`config.mk`:
```
export PLATFORM = sky130hd
export DESIGN_NAME = wcnv_top
export DESIGN_NICKNAME = d
export VERILOG_FILES = /design/src/pkg/wcnv_pkg.sv /design/src/rtl/wcnv_nv_store.sv /design/src/rtl/wcnv_sync.sv /design/src/rtl/wcnv_top.sv
export SDC_FILE = /design/constraint.sdc
export NUM_CORES = 1
export LEC_CHECK = 0
export BUFFER_PORTS_ARGS = -buffer_cell sky130_fd_sc_hd__clkbuf_2
export CORE_UTILIZATION = 35
export CTS_BUF_LIST = sky130_fd_sc_hd__clkbuf_8
export DETAILED_ROUTE_END_ITERATION = 10
export PLACE_DENSITY_LB_ADDON = 0.15
export SLEW_MARGIN = 20
export SYNTH_ARGS = -nofsm -noshare
export SYNTH_HDL_FRONTEND = slang
export SYNTH_HIERARCHICAL = 1
export SYNTH_SLANG_ARGS = --single-unit
export TNS_END_PERCENT = 100
```
`constraint.sdc`:
```
create_clock -name ref_clk -period 3.1 [get_ports ref_clk]
set_input_delay 0.155 -clock ref_clk [delete_from_list [all_inputs] [get_ports ref_clk]]
set_output_delay 0.155 -clock ref_clk [all_outputs]
set_load 0.005 [all_outputs]
```
`src/pkg/wcnv_pkg.sv`:
```
// Constants and types shared by the wiper command and storage block
package wcnv_pkg;
    // Bus and value widths
    localparam int WB_AW = 4;
    localparam int WB_DW = 32;
    localparam int WIPER_W = 8;
    // Wishbone register byte offsets
    localparam logic [3:0] OFS_WIPER = 4'h0;
    localparam logic [3:0] OFS_STORED = 4'h4;
    localparam logic [3:0] OFS_STATUS = 4'h8;
    localparam logic [3:0] OFS_CONFIG = 4'hc;
    // Status register field positions
    localparam int ST_INIT_DONE = 0;
    localparam int ST_STANDBY = 1;
    localparam int ST_LAST_CMD = 4;
    // Config register field: factory address bits in the low two bits
    localparam logic [1:0] CFG_FACTORY_RST = 2'h0;
    // Slave address: fixed upper nibble
    localparam logic [3:0] ADDR_FIXED = 4'h5;
    // Control byte layout
    localparam int CTRL_MSB = 7;
    localparam int CTRL_XFER = 6;
    localparam int CTRL_NV_SEL = 5;
    localparam int CTRL_V_SEL = 4;
    localparam logic [3:0] CTRL_LOW_NIBBLE = 4'h1;
    // Flag triples: transfer, nonvolatile select, volatile select
    localparam logic [2:0] CODE_WR_VOL = 3'h1;
    localparam logic [2:0] CODE_WR_NV = 3'h2;
    localparam logic [2:0] CODE_RECALL = 3'h6;
    localparam logic [2:0] CODE_SAVE = 3'h5;
    // Values stored at factory and after reset
    localparam logic [7:0] NV_MIDSCALE = 8'h80;
    localparam logic [7:0] WIPER_RST = 8'h00;
    // Bits in a byte, ninth is the acknowledge clock
    localparam logic [3:0] BITS_PER_BYTE = 4'h8;
    // Power-up load time in ns and the clock period in ns
    localparam int INIT_TIME_NS = 10000;
    localparam int CLK_PERIOD_NS = 40;
    // Longest time rounds down to whole cycles
    localparam int INIT_CYCLES = INIT_TIME_NS / CLK_PERIOD_NS;
    // Decoded command kinds
    typedef enum logic [2:0] {
        CMD_NONE = 3'b000,
        CMD_WR_VOL = 3'b001,
        CMD_WR_NV = 3'b010,
        CMD_RECALL = 3'b011,
        CMD_SAVE = 3'b100
    } wcnv_cmd_type;
    // Frame phases of the serial receiver
    typedef enum logic [2:0] {
        PH_IDLE = 3'b000,
        PH_ADDR = 3'b001,
        PH_CTRL = 3'b010,
        PH_DATA = 3'b011,
        PH_IGNORE = 3'b100
    } wcnv_phase_type;
endpackage : wcnv_pkg

```
`src/rtl/wcnv_nv_store.sv`:
```
// Nonvolatile wiper store model, kept apart from the power-on reset
`timescale 1ns/1ps
module wcnv_nv_store #(
    parameter logic [7:0] FACTORY_VAL = wcnv_pkg::NV_MIDSCALE
) (
    input wire logic clk,
    input wire logic factory_rst_n,
    input wire logic wr_en,
    input wire logic [7:0] wr_data,
    output logic [7:0] rd_data
);
    // Stored value; the power-on reset does not reach it, so it
    // survives every device power cycle
    logic [7:0] cell_q;

    always_ff @(posedge clk or negedge factory_rst_n) begin
        if (!factory_rst_n) begin
            cell_q <= FACTORY_VAL;
        end else if (wr_en) begin
            cell_q <= wr_data;
        end
    end

    // Read port straight from the flip-flops
    assign rd_data = cell_q;
endmodule : wcnv_nv_store

```
`src/rtl/wcnv_sync.sv`:
```
// Two-stage synchroniser for levels from outside the clock domain
`timescale 1ns/1ps
module wcnv_sync #(
    parameter int WIDTH = 1,
    parameter logic [WIDTH-1:0] RST_VAL = '0
) (
    input wire logic clk,
    input wire logic rst_n,
    input wire logic [WIDTH-1:0] d,
    output logic [WIDTH-1:0] q
);
    // First stage, read only by the second stage
    logic [WIDTH-1:0] meta_q;

    // Both stages take a constant under reset
    always_ff @(posedge clk or negedge rst_n) begin
        if (!rst_n) begin
            meta_q <= RST_VAL;
            q <= RST_VAL;
        end else begin
            meta_q <= d;
            q <= meta_q;
        end
    end
endmodule : wcnv_sync

```
`src/rtl/wcnv_top.sv`:
```
// Serial command decoder and wiper storage with a Wishbone view
`timescale 1ns/1ps

// Overview of operation
// - write-volatile stores data, moves wiper
// - write-nonvolatile touches stored register only
// - recall copies stored into wiper
// - save copies wiper into stored
// - control byte: 0, flags, low nibble 0001
// - address, control, data bytes; ack; stop
// - stored register holds one persistent byte
// - stored value starts at midscale
// - power-up loads stored value into wiper
// - power-up load completes within 10 us
// - standby pin after power-up load, whenever no transaction runs; the status bit shows an idle frame even during the load
// - slave address begins 0101, factory bits
// - lowest address bit follows select pin
// - device drives ack low, ninth clock
module wcnv_top #(
    parameter int INIT_CYCLES = wcnv_pkg::INIT_CYCLES
) (
    input wire logic ref_clk,
    input wire logic nrst,
    input wire logic factory_nrst,
    input wire logic scl_i,
    input wire logic sda_i,
    output logic sda_o,
    output logic sda_oe,
    input wire logic address_select_pin,
    output logic [7:0] wiper_tap,
    output logic wiper_valid,
    output logic standby,
    input wire logic wb_cyc_i,
    input wire logic wb_stb_i,
    input wire logic wb_we_i,
    input wire logic [3:0] wb_adr_i,
    input wire logic [3:0] wb_sel_i,
    input wire logic [31:0] wb_dat_i,
    output logic [31:0] wb_dat_o,
    output logic wb_ack_o
);
    // Complete state of the block
    typedef struct packed {
        wcnv_pkg::wcnv_phase_type phase; // Frame phase
        logic [3:0] bit_cnt;             // Bits taken in current byte
        logic [7:0] shift;               // Incoming byte, MSB first
        logic in_ack;                    // Inside the ninth clock
        logic ack_drive;                 // Pulling the data line low
        logic [7:0] ctrl;                // Control byte of the frame
        logic [7:0] data;                // Data byte of the frame
        logic data_ok;                   // Data byte acknowledged
        logic scl_prev;                  // Last synced clock level
        logic sda_prev;                  // Last synced data level
        logic [7:0] vol;                 // Volatile wiper register
        logic [15:0] init_cnt;           // Power-up load timer
        logic init_done;                 // Wiper value valid
        logic [1:0] factory;             // Factory address bits
        wcnv_pkg::wcnv_cmd_type last_cmd; // Last executed command
        logic wb_ack;                    // Bus acknowledge
        logic [31:0] wb_dat;             // Bus read data
    } wcnv_state_type;

    wcnv_state_type st_q; // Registered state
    wcnv_state_type st_d; // Next state

    logic rst_n;       // Synchronised reset
    logic [2:0] pins;  // Synced clock, data and select pin
    logic scl_s;       // Synced serial clock
    logic sda_s;       // Synced serial data
    logic a_sel_s;     // Synced address select pin
    logic [7:0] nv_val; // Stored register contents
    logic nv_we;       // Stored register write strobe
    logic [7:0] nv_wdata; // Stored register write value

    // Reset release through two flip-flops
    wcnv_sync #(.WIDTH(1), .RST_VAL(1'b0)) u_rst_sync (
        .clk(ref_clk),
        .rst_n(nrst),
        .d(1'b1),
        .q(rst_n)
    );

    // Pins come from the master's domain, so they pass two stages
    wcnv_sync #(.WIDTH(3), .RST_VAL(3'b011)) u_pin_sync (
        .clk(ref_clk),
        .rst_n(rst_n),
        .d({address_select_pin, scl_i, sda_i}),
        .q(pins)
    );

    assign a_sel_s = pins[2];
    assign scl_s = pins[1];
    assign sda_s = pins[0];

    // Nonvolatile store, reset only by the factory line
    wcnv_nv_store u_nv (
        .clk(ref_clk),
        .factory_rst_n(factory_nrst),
        .wr_en(nv_we),
        .wr_data(nv_wdata),
        .rd_data(nv_val)
    );

    function automatic wcnv_pkg::wcnv_cmd_type decode_ctrl(
        input logic [7:0] c
    );
        logic [2:0] flags;
        flags = {c[wcnv_pkg::CTRL_XFER], c[wcnv_pkg::CTRL_NV_SEL],
                 c[wcnv_pkg::CTRL_V_SEL]};
        decode_ctrl = wcnv_pkg::CMD_NONE;
        if (!c[wcnv_pkg::CTRL_MSB] &&
            c[3:0] == wcnv_pkg::CTRL_LOW_NIBBLE) begin
            case (flags)
                wcnv_pkg::CODE_WR_VOL: decode_ctrl = wcnv_pkg::CMD_WR_VOL;
                wcnv_pkg::CODE_WR_NV: decode_ctrl = wcnv_pkg::CMD_WR_NV;
                wcnv_pkg::CODE_RECALL: decode_ctrl = wcnv_pkg::CMD_RECALL;
                wcnv_pkg::CODE_SAVE: decode_ctrl = wcnv_pkg::CMD_SAVE;
                default: decode_ctrl = wcnv_pkg::CMD_NONE;
            endcase
        end
    endfunction : decode_ctrl

    // Whole next-state computation
    always_comb begin
        logic scl_rise;
        logic scl_fall;
        logic start_c;
        logic stop_c;
        logic exec;
        logic addr_hit;
        logic wb_req;
        wcnv_pkg::wcnv_cmd_type cmd;
        st_d = st_q;
        nv_we = 1'b0;
        nv_wdata = st_q.data;
        scl_rise = scl_s && !st_q.scl_prev;
        scl_fall = !scl_s && st_q.scl_prev;
        // Start and stop are data edges while the clock stays high
        start_c = scl_s && st_q.scl_prev && st_q.sda_prev && !sda_s;
        stop_c = scl_s && st_q.scl_prev && !st_q.sda_prev && sda_s;
        cmd = decode_ctrl(st_q.ctrl);
        exec = 1'b0;
        addr_hit = st_q.shift[7:1] ==
                   {wcnv_pkg::ADDR_FIXED, st_q.factory, a_sel_s};
        wb_req = wb_cyc_i && wb_stb_i && !st_q.wb_ack;
        st_d.scl_prev = scl_s;
        st_d.sda_prev = sda_s;

        if (!st_q.init_done) begin
            if (st_q.init_cnt >= 16'(INIT_CYCLES - 1)) begin
                st_d.vol = nv_val;
                st_d.init_done = 1'b1;
            end else begin
                st_d.init_cnt = st_q.init_cnt + 16'h0001;
            end
        end

        // Frame control: start wins over bit activity
        if (start_c) begin
            // Repeated start also restarts the frame
            st_d.phase = st_q.init_done ? wcnv_pkg::PH_ADDR
                                        : wcnv_pkg::PH_IDLE;
            st_d.bit_cnt = 4'h0;
            st_d.in_ack = 1'b0;
            st_d.ack_drive = 1'b0;
            st_d.data_ok = 1'b0;
        end else if (stop_c) begin
            exec = st_q.data_ok;
            st_d.phase = wcnv_pkg::PH_IDLE;
            st_d.bit_cnt = 4'h0;
            st_d.in_ack = 1'b0;
            st_d.ack_drive = 1'b0;
            st_d.data_ok = 1'b0;
        end else if (st_q.phase != wcnv_pkg::PH_IDLE) begin
            if (scl_rise && st_q.bit_cnt < wcnv_pkg::BITS_PER_BYTE) begin
                // Data is stable while the clock is high
                st_d.shift = {st_q.shift[6:0], sda_s};
                st_d.bit_cnt = st_q.bit_cnt + 4'h1;
            end else if (scl_fall && st_q.in_ack) begin
                // End of the ninth clock: release the line
                st_d.in_ack = 1'b0;
                st_d.ack_drive = 1'b0;
                st_d.bit_cnt = 4'h0;
            end else if (scl_fall &&
                         st_q.bit_cnt == wcnv_pkg::BITS_PER_BYTE) begin
                st_d.in_ack = 1'b1;
                case (st_q.phase)
                    wcnv_pkg::PH_ADDR: begin
                        if (addr_hit && !st_q.shift[0]) begin
                            st_d.ack_drive = 1'b1;
                            st_d.phase = wcnv_pkg::PH_CTRL;
                        end else begin
                            st_d.phase = wcnv_pkg::PH_IGNORE;
                        end
                    end
                    wcnv_pkg::PH_CTRL: begin
                        st_d.ack_drive = 1'b1;
                        st_d.ctrl = st_q.shift;
                        st_d.phase = wcnv_pkg::PH_DATA;
                    end
                    wcnv_pkg::PH_DATA: begin
                        st_d.ack_drive = 1'b1;
                        st_d.data = st_q.shift;
                        st_d.data_ok = 1'b1;
                        st_d.phase = wcnv_pkg::PH_IGNORE;
                    end
                    default: begin
                        // Surplus bytes are left unacknowledged
                        st_d.phase = wcnv_pkg::PH_IGNORE;
                    end
                endcase
            end
        end

        // Command execution at the stop of a complete frame
        if (exec) begin
            st_d.last_cmd = cmd;
            case (cmd)
                wcnv_pkg::CMD_WR_VOL: begin
                    st_d.vol = st_q.data;
                end
                wcnv_pkg::CMD_WR_NV: begin
                    nv_we = 1'b1;
                    nv_wdata = st_q.data;
                end
                wcnv_pkg::CMD_RECALL: begin
                    st_d.vol = nv_val;
                end
                wcnv_pkg::CMD_SAVE: begin
                    nv_we = 1'b1;
                    nv_wdata = st_q.vol;
                end
                default: begin
                    st_d.last_cmd = wcnv_pkg::CMD_NONE;
                end
            endcase
        end

        // Wishbone slave: one wait state, ack for one cycle
        st_d.wb_ack = wb_req;
        if (wb_req) begin
            st_d.wb_dat = 32'h0000_0000;
            case (wb_adr_i)
                wcnv_pkg::OFS_WIPER: st_d.wb_dat[7:0] = st_q.vol;
                wcnv_pkg::OFS_STORED: st_d.wb_dat[7:0] = nv_val;
                wcnv_pkg::OFS_STATUS: begin
                    st_d.wb_dat[wcnv_pkg::ST_INIT_DONE] = st_q.init_done;
                    st_d.wb_dat[wcnv_pkg::ST_STANDBY] =
                        st_q.phase == wcnv_pkg::PH_IDLE;
                    st_d.wb_dat[wcnv_pkg::ST_LAST_CMD +: 3] = st_q.last_cmd;
                end
                wcnv_pkg::OFS_CONFIG: begin
                    st_d.wb_dat[1:0] = st_q.factory;
                    // Address bits change only via byte lane zero
                    if (wb_we_i && wb_sel_i[0]) begin
                        st_d.factory = wb_dat_i[1:0];
                    end
                end
                default: begin
                    // Unmapped offsets read zero and ignore writes
                    st_d.wb_dat = 32'h0000_0000;
                end
            endcase
        end
    end

    // Single state register
    always_ff @(posedge ref_clk or negedge rst_n) begin
        if (!rst_n) begin
            st_q.phase <= wcnv_pkg::PH_IDLE;
            st_q.bit_cnt <= 4'h0;
            st_q.shift <= 8'h00;
            st_q.in_ack <= 1'b0;
            st_q.ack_drive <= 1'b0;
            st_q.ctrl <= 8'h00;
            st_q.data <= 8'h00;
            st_q.data_ok <= 1'b0;
            st_q.scl_prev <= 1'b1;
            st_q.sda_prev <= 1'b1;
            st_q.vol <= wcnv_pkg::WIPER_RST;
            st_q.init_cnt <= 16'h0000;
            st_q.init_done <= 1'b0;
            st_q.factory <= wcnv_pkg::CFG_FACTORY_RST;
            st_q.last_cmd <= wcnv_pkg::CMD_NONE;
            st_q.wb_ack <= 1'b0;
            st_q.wb_dat <= 32'h0000_0000;
        end else begin
            st_q <= st_d;
        end
    end

    // Open-drain data line: only ever pulled low
    assign sda_o = 1'b0;
    assign sda_oe = st_q.ack_drive;
    assign wiper_tap = st_q.vol;
    assign wiper_valid = st_q.init_done;
    assign standby = st_q.init_done && st_q.phase == wcnv_pkg::PH_IDLE;
    assign wb_dat_o = st_q.wb_dat;
    assign wb_ack_o = st_q.wb_ack;
endmodule : wcnv_top

```
; ---- After elaboration in Yosys (flattened, before gate mapping)
; Index checks and enable logic that the tools add are counted.
[classes]
addsub = 2
magnitude_cmp = 2
eq_ne = 20
muxes = 43
bitwise_logic = 6
reduce_logical = 45
[ops]
columns = operator, n
row1 = 2-to-1 mux 8 bit, 6
row2 = 2-to-1 mux 19 bit, 2
row3 = 2-to-1 mux 34 bit, 1
row4 = 2-to-1 mux 25 bit, 1
row5 = 2-to-1 mux 3 bit, 6
row6 = 2-to-1 mux 17 bit, 1
row7 = adder 16 x 1 -> 16 bit (second input constant), 1
row8 = >= comparator 16 x 8 -> 1 bit (second input constant), 1
row9 = logical AND 1 bit, 16
row10 = 2-to-1 mux 16 bit, 1
row11 = case mux 8 bit (2 select lines), 1
row12 = equality test 3 x 2 -> 1 bit (second input constant), 5
row13 = 2-to-1 mux 7 bit, 2
row14 = AND reduction 7 bit, 2
row15 = equality test 4 bit (second input constant), 3
row16 = case mux 3 bit (4 select lines), 1
row17 = nonzero test 3 bit, 4
row18 = AND reduction 5 bit, 2
row19 = equality test 3 x 1 -> 1 bit (second input constant), 3
row20 = equality test 3 bit (second input constant), 3
row21 = 2-to-1 mux 1 bit, 9
row22 = 2-to-1 mux 9 bit, 1
row23 = case mux 3 bit (3 select lines), 1
row24 = 2-to-1 mux 4 bit, 2
row25 = other kinds (23), 43
[totals]
regBits = 91
in_bits = 49
out_inout_bits = 45

; ---- Logic depth before layout (Yosys ltp)
; Gate-level depths: netlist of the first run.
[depth]
ltp_word = 10
depth_mapped = 8

; ---- By module
; The synthesis of the first run kept the hierarchy.
[by_module_without_submodules]
columns = module, instances, cells_each, area_each_um2, seq_area_each_um2
row1 = wcnv_top, 1, 357, 3965.1, 1879.3
row2 = wcnv_nv_store, 1, 17, 332.8, 201.4
row3 = wcnv_sync at u_pin_sync, 1, 6, 155.1, 155.1
row4 = wcnv_sync at u_rst_sync, 1, 2, 50.0, 50.0

; ---- Least setup slack after synthesis of the first run
; OpenSTA, ideal clock, no wires.
[synth_path]
path_kind = register to register
start = reg st_q[77] (netlist bit)
end = reg u_nv.cell_q[0], in the netlist u_nv/rd_data[0]
setup_ns = 0.125
arrival_ns = 2.204
required_time_ns = 2.975
setup_slack_ns = 0.770
path_stages_with_launch = 6
period_less_slack_ns = 2.330
cell_sequence = dfrtp_1 or4b_1 or4_4 nor2_4 mux2_2 mux2_4
[synth_lines]
columns = element, line_no
row1 = "start, declared", wcnv_top.sv:63  ; wcnv_state_type st_q;
row2 = "start signal, assigned", wcnv_top.sv:288  ; st_q <= st_d;
row3 = equality test 4 x 1 -> 1 bit, wcnv_top.sv:112  ; c[3:0] == wcnv_pkg::CTRL_LOW_NIBBLE) begin
row4 = logical AND 1 bit, wcnv_top.sv:111  ; if (!c[wcnv_pkg::CTRL_MSB] &&
row5 = 2-to-1 mux 3 bit, wcnv_top.sv:111
row6 = equality test 3 bit, wcnv_top.sv:218  ; case (cmd)
row7 = 2-to-1 mux 8 bit, wcnv_top.sv:218
row8 = 2-to-1 mux 8 bit, wcnv_top.sv:216  ; if (exec) begin
row9 = net nv_wdata[0], wcnv_top.sv:73  ; logic [7:0] nv_wdata;
row10 = "end signal, assigned", wcnv_nv_store.sv:20  ; cell_q <= wr_data;
row11 = "end, declared", wcnv_nv_store.sv:14  ; logic [7:0] cell_q;
; The timed path passes the listed nets, and every way through them passes these cells.
; A chain may end at the register's enable or synchronous reset.

; ---- Worst setup path in the final report of the first run
[layout_path]
start = reg st_q[77] (netlist bit)
end = reg u_nv.cell_q[3], in the netlist u_nv/rd_data[3]
; Same word-level chain as after synthesis.

==> impl_metrics.ini, run 1 <==
[power]
p_sw_w = 0.000532
seq_power_share_pct = 57.8
combPwrFrac_pct = 5.7
p_per_area_mw_per_mm2 = 455
intPower_w = 0.00170
switching_share_pct = 23.9
leakagePower_nw = 2.30
p_clk_share_pct = 36.5
ir_drop_v = 0.000218

[global_route]
grt_max_degree = 82
grt_pass1_vias = 2691
grt.overflow.total = 0
grt_pass1_wl_um = 14800
globalRouteTotalUtil_pct = 15.2
antenna_found_initial = 0

[worst_setup_path]
startpoint = st_q[77]
startpoint_type = flip-flop
r2r_setup_slack_ps = 450
cp.arrival_ps = 2910
worstSetupEndpointType = flip-flop
crit_path_end = u_nv/rd_data[3]
crit_fanout = 12
critPathKind = reg -> reg
cp_data_required_time_ps = 3350
rr_endpoint = u_nv/rd_data[3]
reg2regPathDepth = 5
reg2reg_from = st_q[77]

[finish]
area_growth_pct = 8.75
layout_commonest_cell = dfrtp_1
nets = 455
antenna_cells = 0
fillCellCount = 1244
drive_gt1_share_pct = 28.4
fin_area_mm2 = 0.00490
stdcell_count = 577
final_cell_mix = dfrtp_1 (83), mux2_2 (35), clkbuf_2 (35), conb_1 (26)

[route]
via_per_inst = 4.91
drc = 0
wl_um = 9300
wire_per_inst_um = 16.1
num_vias = 2831
dr.pass1.iters = 5
initialDrtViolationCount = 86
ant_nets = 0

[clock_network]
htreeDepth = 3
clk_latency_ps = 370
cts.sinks = 91
cts_tree = done
clkTransAtPathRegs_ps = 90
cts_buffers = 9
ctsRootBufferMaster = clkbuf_8
cts_setup_buffers = 0
clk_path_buf_depth = 2

[logic_synthesis]
netlist.area_leader.share_pct = 46.7
syn-mean-instance-area_um2 = 11.8
synth-seq-cells = 91
synthArstFlopShare_pct = 100
seq_area_frac_synth_pct = 50.8
synth_ff_type = dfrtp_1
syn-cell-area_mm2 = 0.00450
synth_top_area_cell = dfrtp_1
ys_types = 57
synth.area.top_cells = dfrtp_1 (47%), mux2_2 (8.8%), buf_4 (6.8%)
netlist_instances = 382
yosysWarnings = 6
synth-edff-count = 0

[worst_hold_path]
hold_class = in -> reg

[placed_design]
gp_congestion = 0.730
placed_cell_area_mm2 = 0.00462
dp.final_hpwl_um = 6320
port_buffers = 35
dp_cells = 555

[die]
die_h_um = 115
io_pins = 94
die_x_um = 115
core_mm2 = 0.0126
dieArea_mm2 = 0.0133
rows = 41
start_util_pct = 35.8

[timing]
clock_skew_ps = 9.83
min_period_ps = 2650
finalHoldViolations = 0
worst_slew_margin_rel_pct = 46.9
tns_ps = 0
fin_crit_sh_pct = 85.6
setup-violations-final = 0
report.final.slew_viol_count = 0
fmax_mhz = 377
tightest_slew_ps = 796
rsz0062_at_grt = false

[job]
cap_violations = 0

[outcome]
status = completed
[cells in the mapped netlist, types with 5 or more instances]
master,n
xor2_1,5
mux2i_1,6
xnor2_1,5
buf_4,41
nor4_1,5
nand2_1,14
o211ai_1,8
ha_1,5
o21ai_0,12
a211oi_1,8
mux2_2,35
mux2_4,8
a22o_1,14
dfrtp_1,84
dfstp_2,7
clkbuf_1,18
inv_1,9
nand4_1,5
a31oi_1,8
nor2_1,8
nand3_1,11
nor3_1,5
[cell type report]
| cell class | count | area [um^2] | share of cell area (%) |
|---|---|---|---|
| inverter | 9 | 33.8 | 0.690 |
| clock inverter | 4 | 42.5 | 0.869 |
| multi-input combinational | 243 | 1870 | 38.2 |
| tap | 172 | 215 | 4.39 |
| clock buffer | 11 | 151 | 3.09 |
| sequential | 91 | 2290 | 46.8 |
| timing repair buffer | 47 | 293 | 5.98 |
[sequential cells by signal (all words and copies together), names as in the netlist]
signal	cells
u_nv/rd_data	8
wiper_tap	8
wb_ack_o	1
u_rst_sync/meta_q	1
wb_dat_o	8
wiper_valid	1
u_rst_sync/q	1
st_q	56
u_pin_sync/meta_q	3
u_pin_sync/q	3
sda_oe	1
[repair_timing]
item / 4_1_cts / 5_1_grt
hold buffers: 6 / 0
gates resized for setup: 0 / 0
hold endpoints to repair: 14 / 0
[worst min-delay path by stage]
stage	start	end	slack [ps]	cells past startpoint
2_1_floorplan	factory_nrst	u_nv/rd_data[0]	-140	0
3_3_place_gp	nrst	u_rst_sync/meta_q	-60	1
3_5_place_dp	nrst	u_rst_sync/meta_q	-60	1
4_1_cts	wb_dat_i[0]	st_q[36]	0.6	2
5_1_grt	wb_dat_i[0]	st_q[36]	10	2
6_report	wb_dat_i[0]	st_q[36]	30	2
[critical path: stages, from the launching register on]
cell and delay, ps:
dfrtp_1 370, or4b_1 580, or4_4 620, nor2_4 330, mux2_2 380, mux2_4 250
[cell families after synthesis]
kind of cell	share of synthesized area, %
and+or+nand+nor	11.4
buffers and inverters	9.67
DFF	50.8
muxes	14.0
xor gates and xnor gates	1.94
other	0.167
adders and majority gates	1.39
AOI/OAI and AO/OA	10.6
[routing by layer]
metal	track usage (%)	wire length (um)
met5	0	0
met2	23.4	4150
met1	20.2	4600
met4	7.53	180
met3	3.24	370
[power groups by stage]
stage | combinational, W | sequential [W] | clock, W
after detailed placement | 0.000110 | 0.00132 | 0
after global placement | 0.000109 | 0.00132 | 0
after floorplan | 0.000107 | 0.00129 | 0
final | 0.000128 | 0.00129 | 0.000814
after CTS | 0.000117 | 0.00130 | 0.000854
after global routing | 0.000144 | 0.00130 | 0.000887
[metrics by stage]
step | utilization (%) | hold slack, ps | setup WS [ps] | total power, W
2_1_floorplan | - | -141 | 628 | 0.00140
3_3_place_gp | 36.8 | -59.5 | 457 | 0.00143
3_5_place_dp | 36.8 | -56.4 | 427 | 0.00143
4_1_cts | 38.8 | 0.650 | 420 | 0.00227
5_1_grt | 39.0 | 14.8 | 351 | 0.00233
6_report | 39.0 | 26.8 | 447 | 0.00223
(Power assumes the default switching activity.)
==> run 2, diff against run 1 <==
- clock period: 3.1 -> 3.42 ns (I/O delays scaled with it)
==> impl_metrics.ini, run 2 (same netlist as run 1, synthesis figures left out) <==
[worst_setup_path]
rr_endpoint = u_nv/rd_data[4]
startpoint_type = flip-flop
slowest_stage = or4_4
crit_path_cell_trace = or4b_1, or4_4, nor2_4, mux2_2, mux2_4
reg2regPathDepth = 5
cp_data_required_time_ps = 3680
slowest_delay_ps = 610
worstSetupEndpointType = flip-flop
reg2reg_from = st_q[77]
crit_fanout = 12
critPathKind = reg -> reg
cp.arrival_ps = 2900
r2r_setup_slack_ps = 780

[route]
dr.pass1.iters = 4
initialDrtViolationCount = 117
ant_nets = 0
wire_per_inst_um = 15.8
via_per_inst = 4.91
drc = 0
wl_um = 9060
num_vias = 2819

[timing]
rsz0062_at_grt = false
fin_crit_sh_pct = 77.2
hold_ws_ps = 30.4
setup-violations-final = 0
worst_slew_margin_rel_pct = 38.3
clock_skew_ps = 10.2
fmax_mhz = 379
min_period_ps = 2640
report.final.slew_viol_count = 0
finalHoldViolations = 0
tightest_slew_ps = 926
tns_ps = 0

[finish]
antenna_cells = 0
fillCellCount = 1206
final_cell_mix = dfrtp_1 (83), mux2_2 (35), clkbuf_2 (35), conb_1 (26)
largest_register_ffs = 56
seq_area_mm2 = 0.00229
final_util_pct = 38.8
layout_commonest_cell = dfrtp_1
area_growth_pct = 8.22
drive_gt1_share_pct = 28.6
multi_input_area_mm2 = 0.00187
nets = 451
regMostFlops = st_q
fin_area_mm2 = 0.00487

[clock_network]
cts_setup_buffers = 0
cts_tree = done
clkTransAtPathRegs_ps = 90
ctsRootBufferMaster = clkbuf_8
clk_path_buf_depth = 2
htreeDepth = 3
cts.sinks = 91
clk_latency_ps = 370
cts_buffers = 9

[die]
die_x_um = 115
io_pins = 94
dieArea_mm2 = 0.0133
die_h_um = 115
core_mm2 = 0.0126
rows = 41
start_util_pct = 35.8

[placed_design]
gp_congestion = 0.742
dp.final_hpwl_um = 6260
placed_cell_area_mm2 = 0.00460
port_buffers = 35

[global_route]
grt_pass1_wl_um = 14700
globalRouteTotalUtil_pct = 14.9
grt_max_degree = 82
grt_pass1_vias = 2716
grt.overflow.total = 0
antenna_found_initial = 0

[outcome]
status = completed

[worst_hold_path]
whs_endpoint = st_q[36]
whs_path_depth = 2
hold_class = in -> reg
min_from = wb_dat_i[0]

[power]
leakagePower_nw = 2.28
ir_drop_v = 0.000245
p_per_area_mw_per_mm2 = 415
finalPower_w = 0.00202

[job]
cap_violations = 0
[run 2: cell count changes in the layout (fill, tap and decap cells not counted)]
cell | before | now
clkinv_2 | 1 | 2
dlygate4sd3_1 | 6 | 5
inv_1 | 11 | 9
buf_4 | 5 | 2
clkinvlp_4 | 0 | 1
clkinv_4 | 0 | 2
clkbuf_8 | 11 | 10
[run 2: routing by layer]
metal | GRT usage [%] | vias to the layer above | wire (um)
met2 | 23.0 | 67 | 4180
met1 | 19.7 | 1406 | 4240
li1 | - | 1337 | -
met5 | 0 | - | 0
met4 | 4.94 | 0 | 119
met3 | 5.02 | 9 | 517
[run 2: critical path, delay by kind of cell (launching register included)]
kind          cells  cell delay, ps
flops             1             370
simple gates      3            1520
mux               2             630
[run 2: timing repair]
action                                  4_1_cts  5_1_grt
hold endpoints to repair                     13        0
endpoints found under the setup margin        0        0
gates resized for setup                       0        0
hold buffers                                  5        0
[run 2: stage by stage]
| stage | std cells | setup slack, ps |
|---|---|---|
| final | 574 | 779 |
| after global routing | 574 | 711 |
| after CTS | 573 | 759 |
| after detailed placement | 552 | 774 |
| after global placement | 552 | 776 |
| after floorplan | 406 | 948 |
[run 2: final cells by class]
cell class              instances  area share (%)
flip-flops and latches         91            47.0
multi-input cells             243            38.4
repair buffers                 43            5.34
well taps                     172            4.42
clock buffers                  10            2.82
clock inverters                 6            1.34
inverters                       9           0.693
[run 2: how the worst max path moves through the flow]
stage | startpoint | endpoint | slack [ps] | cells past startpoint
floorplan | u_rst_sync/q | sda_oe | 950 | 0
global placement | st_q[77] | u_nv/rd_data[4] | 780 | 5
detailed placement | st_q[77] | u_nv/rd_data[4] | 770 | 5
CTS | st_q[77] | u_nv/rd_data[4] | 760 | 5
global route | st_q[76] | u_nv/rd_data[6] | 710 | 5
finish | st_q[77] | u_nv/rd_data[4] | 780 | 5
[run 2: where the power goes]
| group | switching, W | leakage, nW | internal [W] |
|---|---|---|---|
| Clock | 0.000384 | 0.102 | 0.000357 |
| Combinational | 0.0000556 | 0.953 | 0.0000577 |
| Sequential | 0.0000563 | 1.22 | 0.00111 |
==> run 3, diff against run 2 <==
- ABC_AREA: unset -> 1
- clock period: 3.42 -> 2.7 ns (I/O delays scaled with it)
==> impl_metrics.ini, run 3 <==
[finish]
nets = 632
area_growth_pct = 8.59
antenna_cells = 0
layout_commonest_cell = nand2_1
multi_input_area_mm2 = 0.00171
final_cell_mix = nand2_1 (151), dfrtp_1 (83), inv_1 (66), nand3_1 (57), o21ai_0 (40)
regMostFlops = st_q
fillCellCount = 1329
largest_register_ffs = 56
seq_area_mm2 = 0.00229
drive_gt1_share_pct = 15.8

[power]
leakagePower_nw = 2.51
ir_drop_v = 0.000329
switching_share_pct = 29.7
intPower_w = 0.00191
combPwrFrac_pct = 10.5
p_sw_w = 0.000806
seq_power_share_pct = 55.9
p_per_area_mw_per_mm2 = 547
p_clk_share_pct = 33.6

[logic_synthesis]
syn-cell-area_mm2 = 0.00457
synthArstFlopShare_pct = 100
synth_ff_type = dfrtp_1
synth-seq-cells = 91
ys_types = 37
seq_area_frac_synth_pct = 50.0
synth_top_area_cell = dfrtp_1
synth.area.top_cells = dfrtp_1 (46%), nand2_1 (12%), buf_4 (6.7%)
yosysWarnings = 6
synth.most_common_cell = nand2_1
synth_top_cells_by_count = nand2_1 (151), dfrtp_1 (84), inv_1 (66)
synth-edff-count = 0
netlist.area_leader.share_pct = 46.0
syn-mean-instance-area_um2 = 8.28
netlist_instances = 552

[outcome]
status = completed

[die]
die_x_um = 116
io_pins = 94
core_mm2 = 0.0127
die_h_um = 116
start_util_pct = 36.1
rows = 41
dieArea_mm2 = 0.0135

[timing]
finalHoldViolations = 0
tightest_slew_ps = 724
min_period_ps = 1890
rsz0062_at_grt = false
worst_slack_ps = 806
worst_slew_margin_rel_pct = 51.7
fin_crit_sh_pct = 70.1
setup-violations-final = 0
clock_skew_ps = 10.8
fmax_mhz = 528
hold_ws_ps = 59.0
report.final.slew_viol_count = 0
tns_ps = 0

[worst_setup_path]
crit_path_cell_trace = inv_1, ha_1, nand3_1, nor2_4, nand3_4, or2_1, nand2_1, o21ai_2
slowest_stage = or2_1
critPathKind = reg -> reg
reg2regPathDepth = 8
cp.arrival_ps = 2150
startpoint_type = flip-flop
crit_fanout = 16
path_buf_inv = 1
crit_family = simple AND/OR/NAND/NOR gates
critical_path_depth = 8
cp_data_required_time_ps = 2950
worstSetupEndpointType = flip-flop
slowest_delay_ps = 490

[global_route]
globalRouteTotalUtil_pct = 15.3
grt_pass1_vias = 3120
antenna_found_initial = 0
grt_pass1_wl_um = 15400
grt.overflow.total = 0
grt_max_degree = 39

[route]
initialDrtViolationCount = 220
drc = 0
num_vias = 3367
wl_um = 9250
wire_per_inst_um = 12.3
dr.pass1.iters = 4
ant_nets = 0
via_per_inst = 4.46

[clock_network]
cts_setup_buffers = 0
htreeDepth = 3
cts.sinks = 91
ctsHoldBuffers = 7
ctsRootBufferMaster = clkbuf_8
cts_tree = done
cts_buffers = 9
clkTransAtPathRegs_ps = 100
clk_path_buf_depth = 2
clk_latency_ps = 380
cts_resized = 0

[placed_design]
port_buffers = 35
dp.final_hpwl_um = 6620
gp_congestion = 0.840
place_ws_ps = 805

[worst_hold_path]
hold_class = in -> async

[job]
cap_violations = 0
[run 3: changes by cell type after synthesis, moves of 8 or more]
cell | previous run | this run
nand2_1 | 14 | 151
inv_1 | 9 | 66
nand3_1 | 11 | 57
mux2_2 | 35 | 0
o21ai_0 | 12 | 40
nor2_1 | 8 | 30
a22o_1 | 14 | 0
a211oi_1 | 8 | 0
mux2_4 | 8 | 0
o21ai_2 | 0 | 8
[run 3: cell type report]
class | count | area share [%]
repair buffers | 49 | 6.00
clock buffers | 9 | 2.49
well taps | 172 | 4.33
inverters | 70 | 5.32
clock inverters | 7 | 1.36
multi-input cells | 357 | 34.4
flip-flops and latches | 91 | 46.1
[run 3: worst reg2reg max path: cells and delay by family (launching register included)]
family	cells	cell delay, ps
flops	1	420
compound gates	1	60
simple gates	5	1050
buf+inv	1	100
fa+ha+maj	1	150
[run 3: cell families after synthesis]
| family | share of synthesized area, % |
|---|---|
| adders and majority gates | 1.37 |
| buffers and inverters | 14.6 |
| DFF | 50.0 |
| and+or+nand+nor | 24.8 |
| other | 0.164 |
| AOI/OAI and AO/OA | 7.72 |
| xor gates and xnor gates | 1.34 |
[run 3: path summary, 6_finish.rpt]
| path | slack (ps) | to | from |
|---|---|---|---|
| setup / recovery | 810 | st_q[76] | st_q[92] |
| hold / removal | 60 | u_rst_sync/q | nrst |
| setup reg to reg | 810 | st_q[76] | st_q[92] |
| hold reg to reg | 290 | st_q[49] | u_rst_sync/q |
| max in group asynchronous | 1700 | wiper_tap[6] | u_rst_sync/q |
| min in group ref_clk | 80 | st_q[37] | wb_we_i |
[run 3: power by group through the flow]
stage	registers, W	logic [W]	clock network [W]
after CTS	0.00152	0.000294	0.000968
after global placement	0.00154	0.000278	0
after detailed placement	0.00155	0.000286	0
after global routing	0.00154	0.000343	0.00100
final	0.00152	0.000284	0.000914
after floorplan	0.00154	0.000231	0
[run 3: per-layer routing]
| layer | wire length, um | share of wire (%) | vias up | track usage [%] |
|---|---|---|---|---|
| met4 | 86 | 0.93 | 0 | 5.98 |
| li1 | - | - | 1709 | - |
| met1 | 4370 | 47 | 1571 | 19.8 |
| met5 | 0 | 0 | - | 0 |
| met3 | 393 | 4.2 | 5 | 4.05 |
| met2 | 4400 | 48 | 82 | 24.2 |
[run 3: through the flow]
stage	cell area, um^2	power (W)	utilization, %	std cells
floorplan	4660	0.00177	-	576
global placement	4700	0.00182	37.1	732
detailed placement	4700	0.00183	37.1	732
CTS	4960	0.00278	39.2	755
global route	4960	0.00289	39.2	755
finish	4960	0.00272	39.2	755
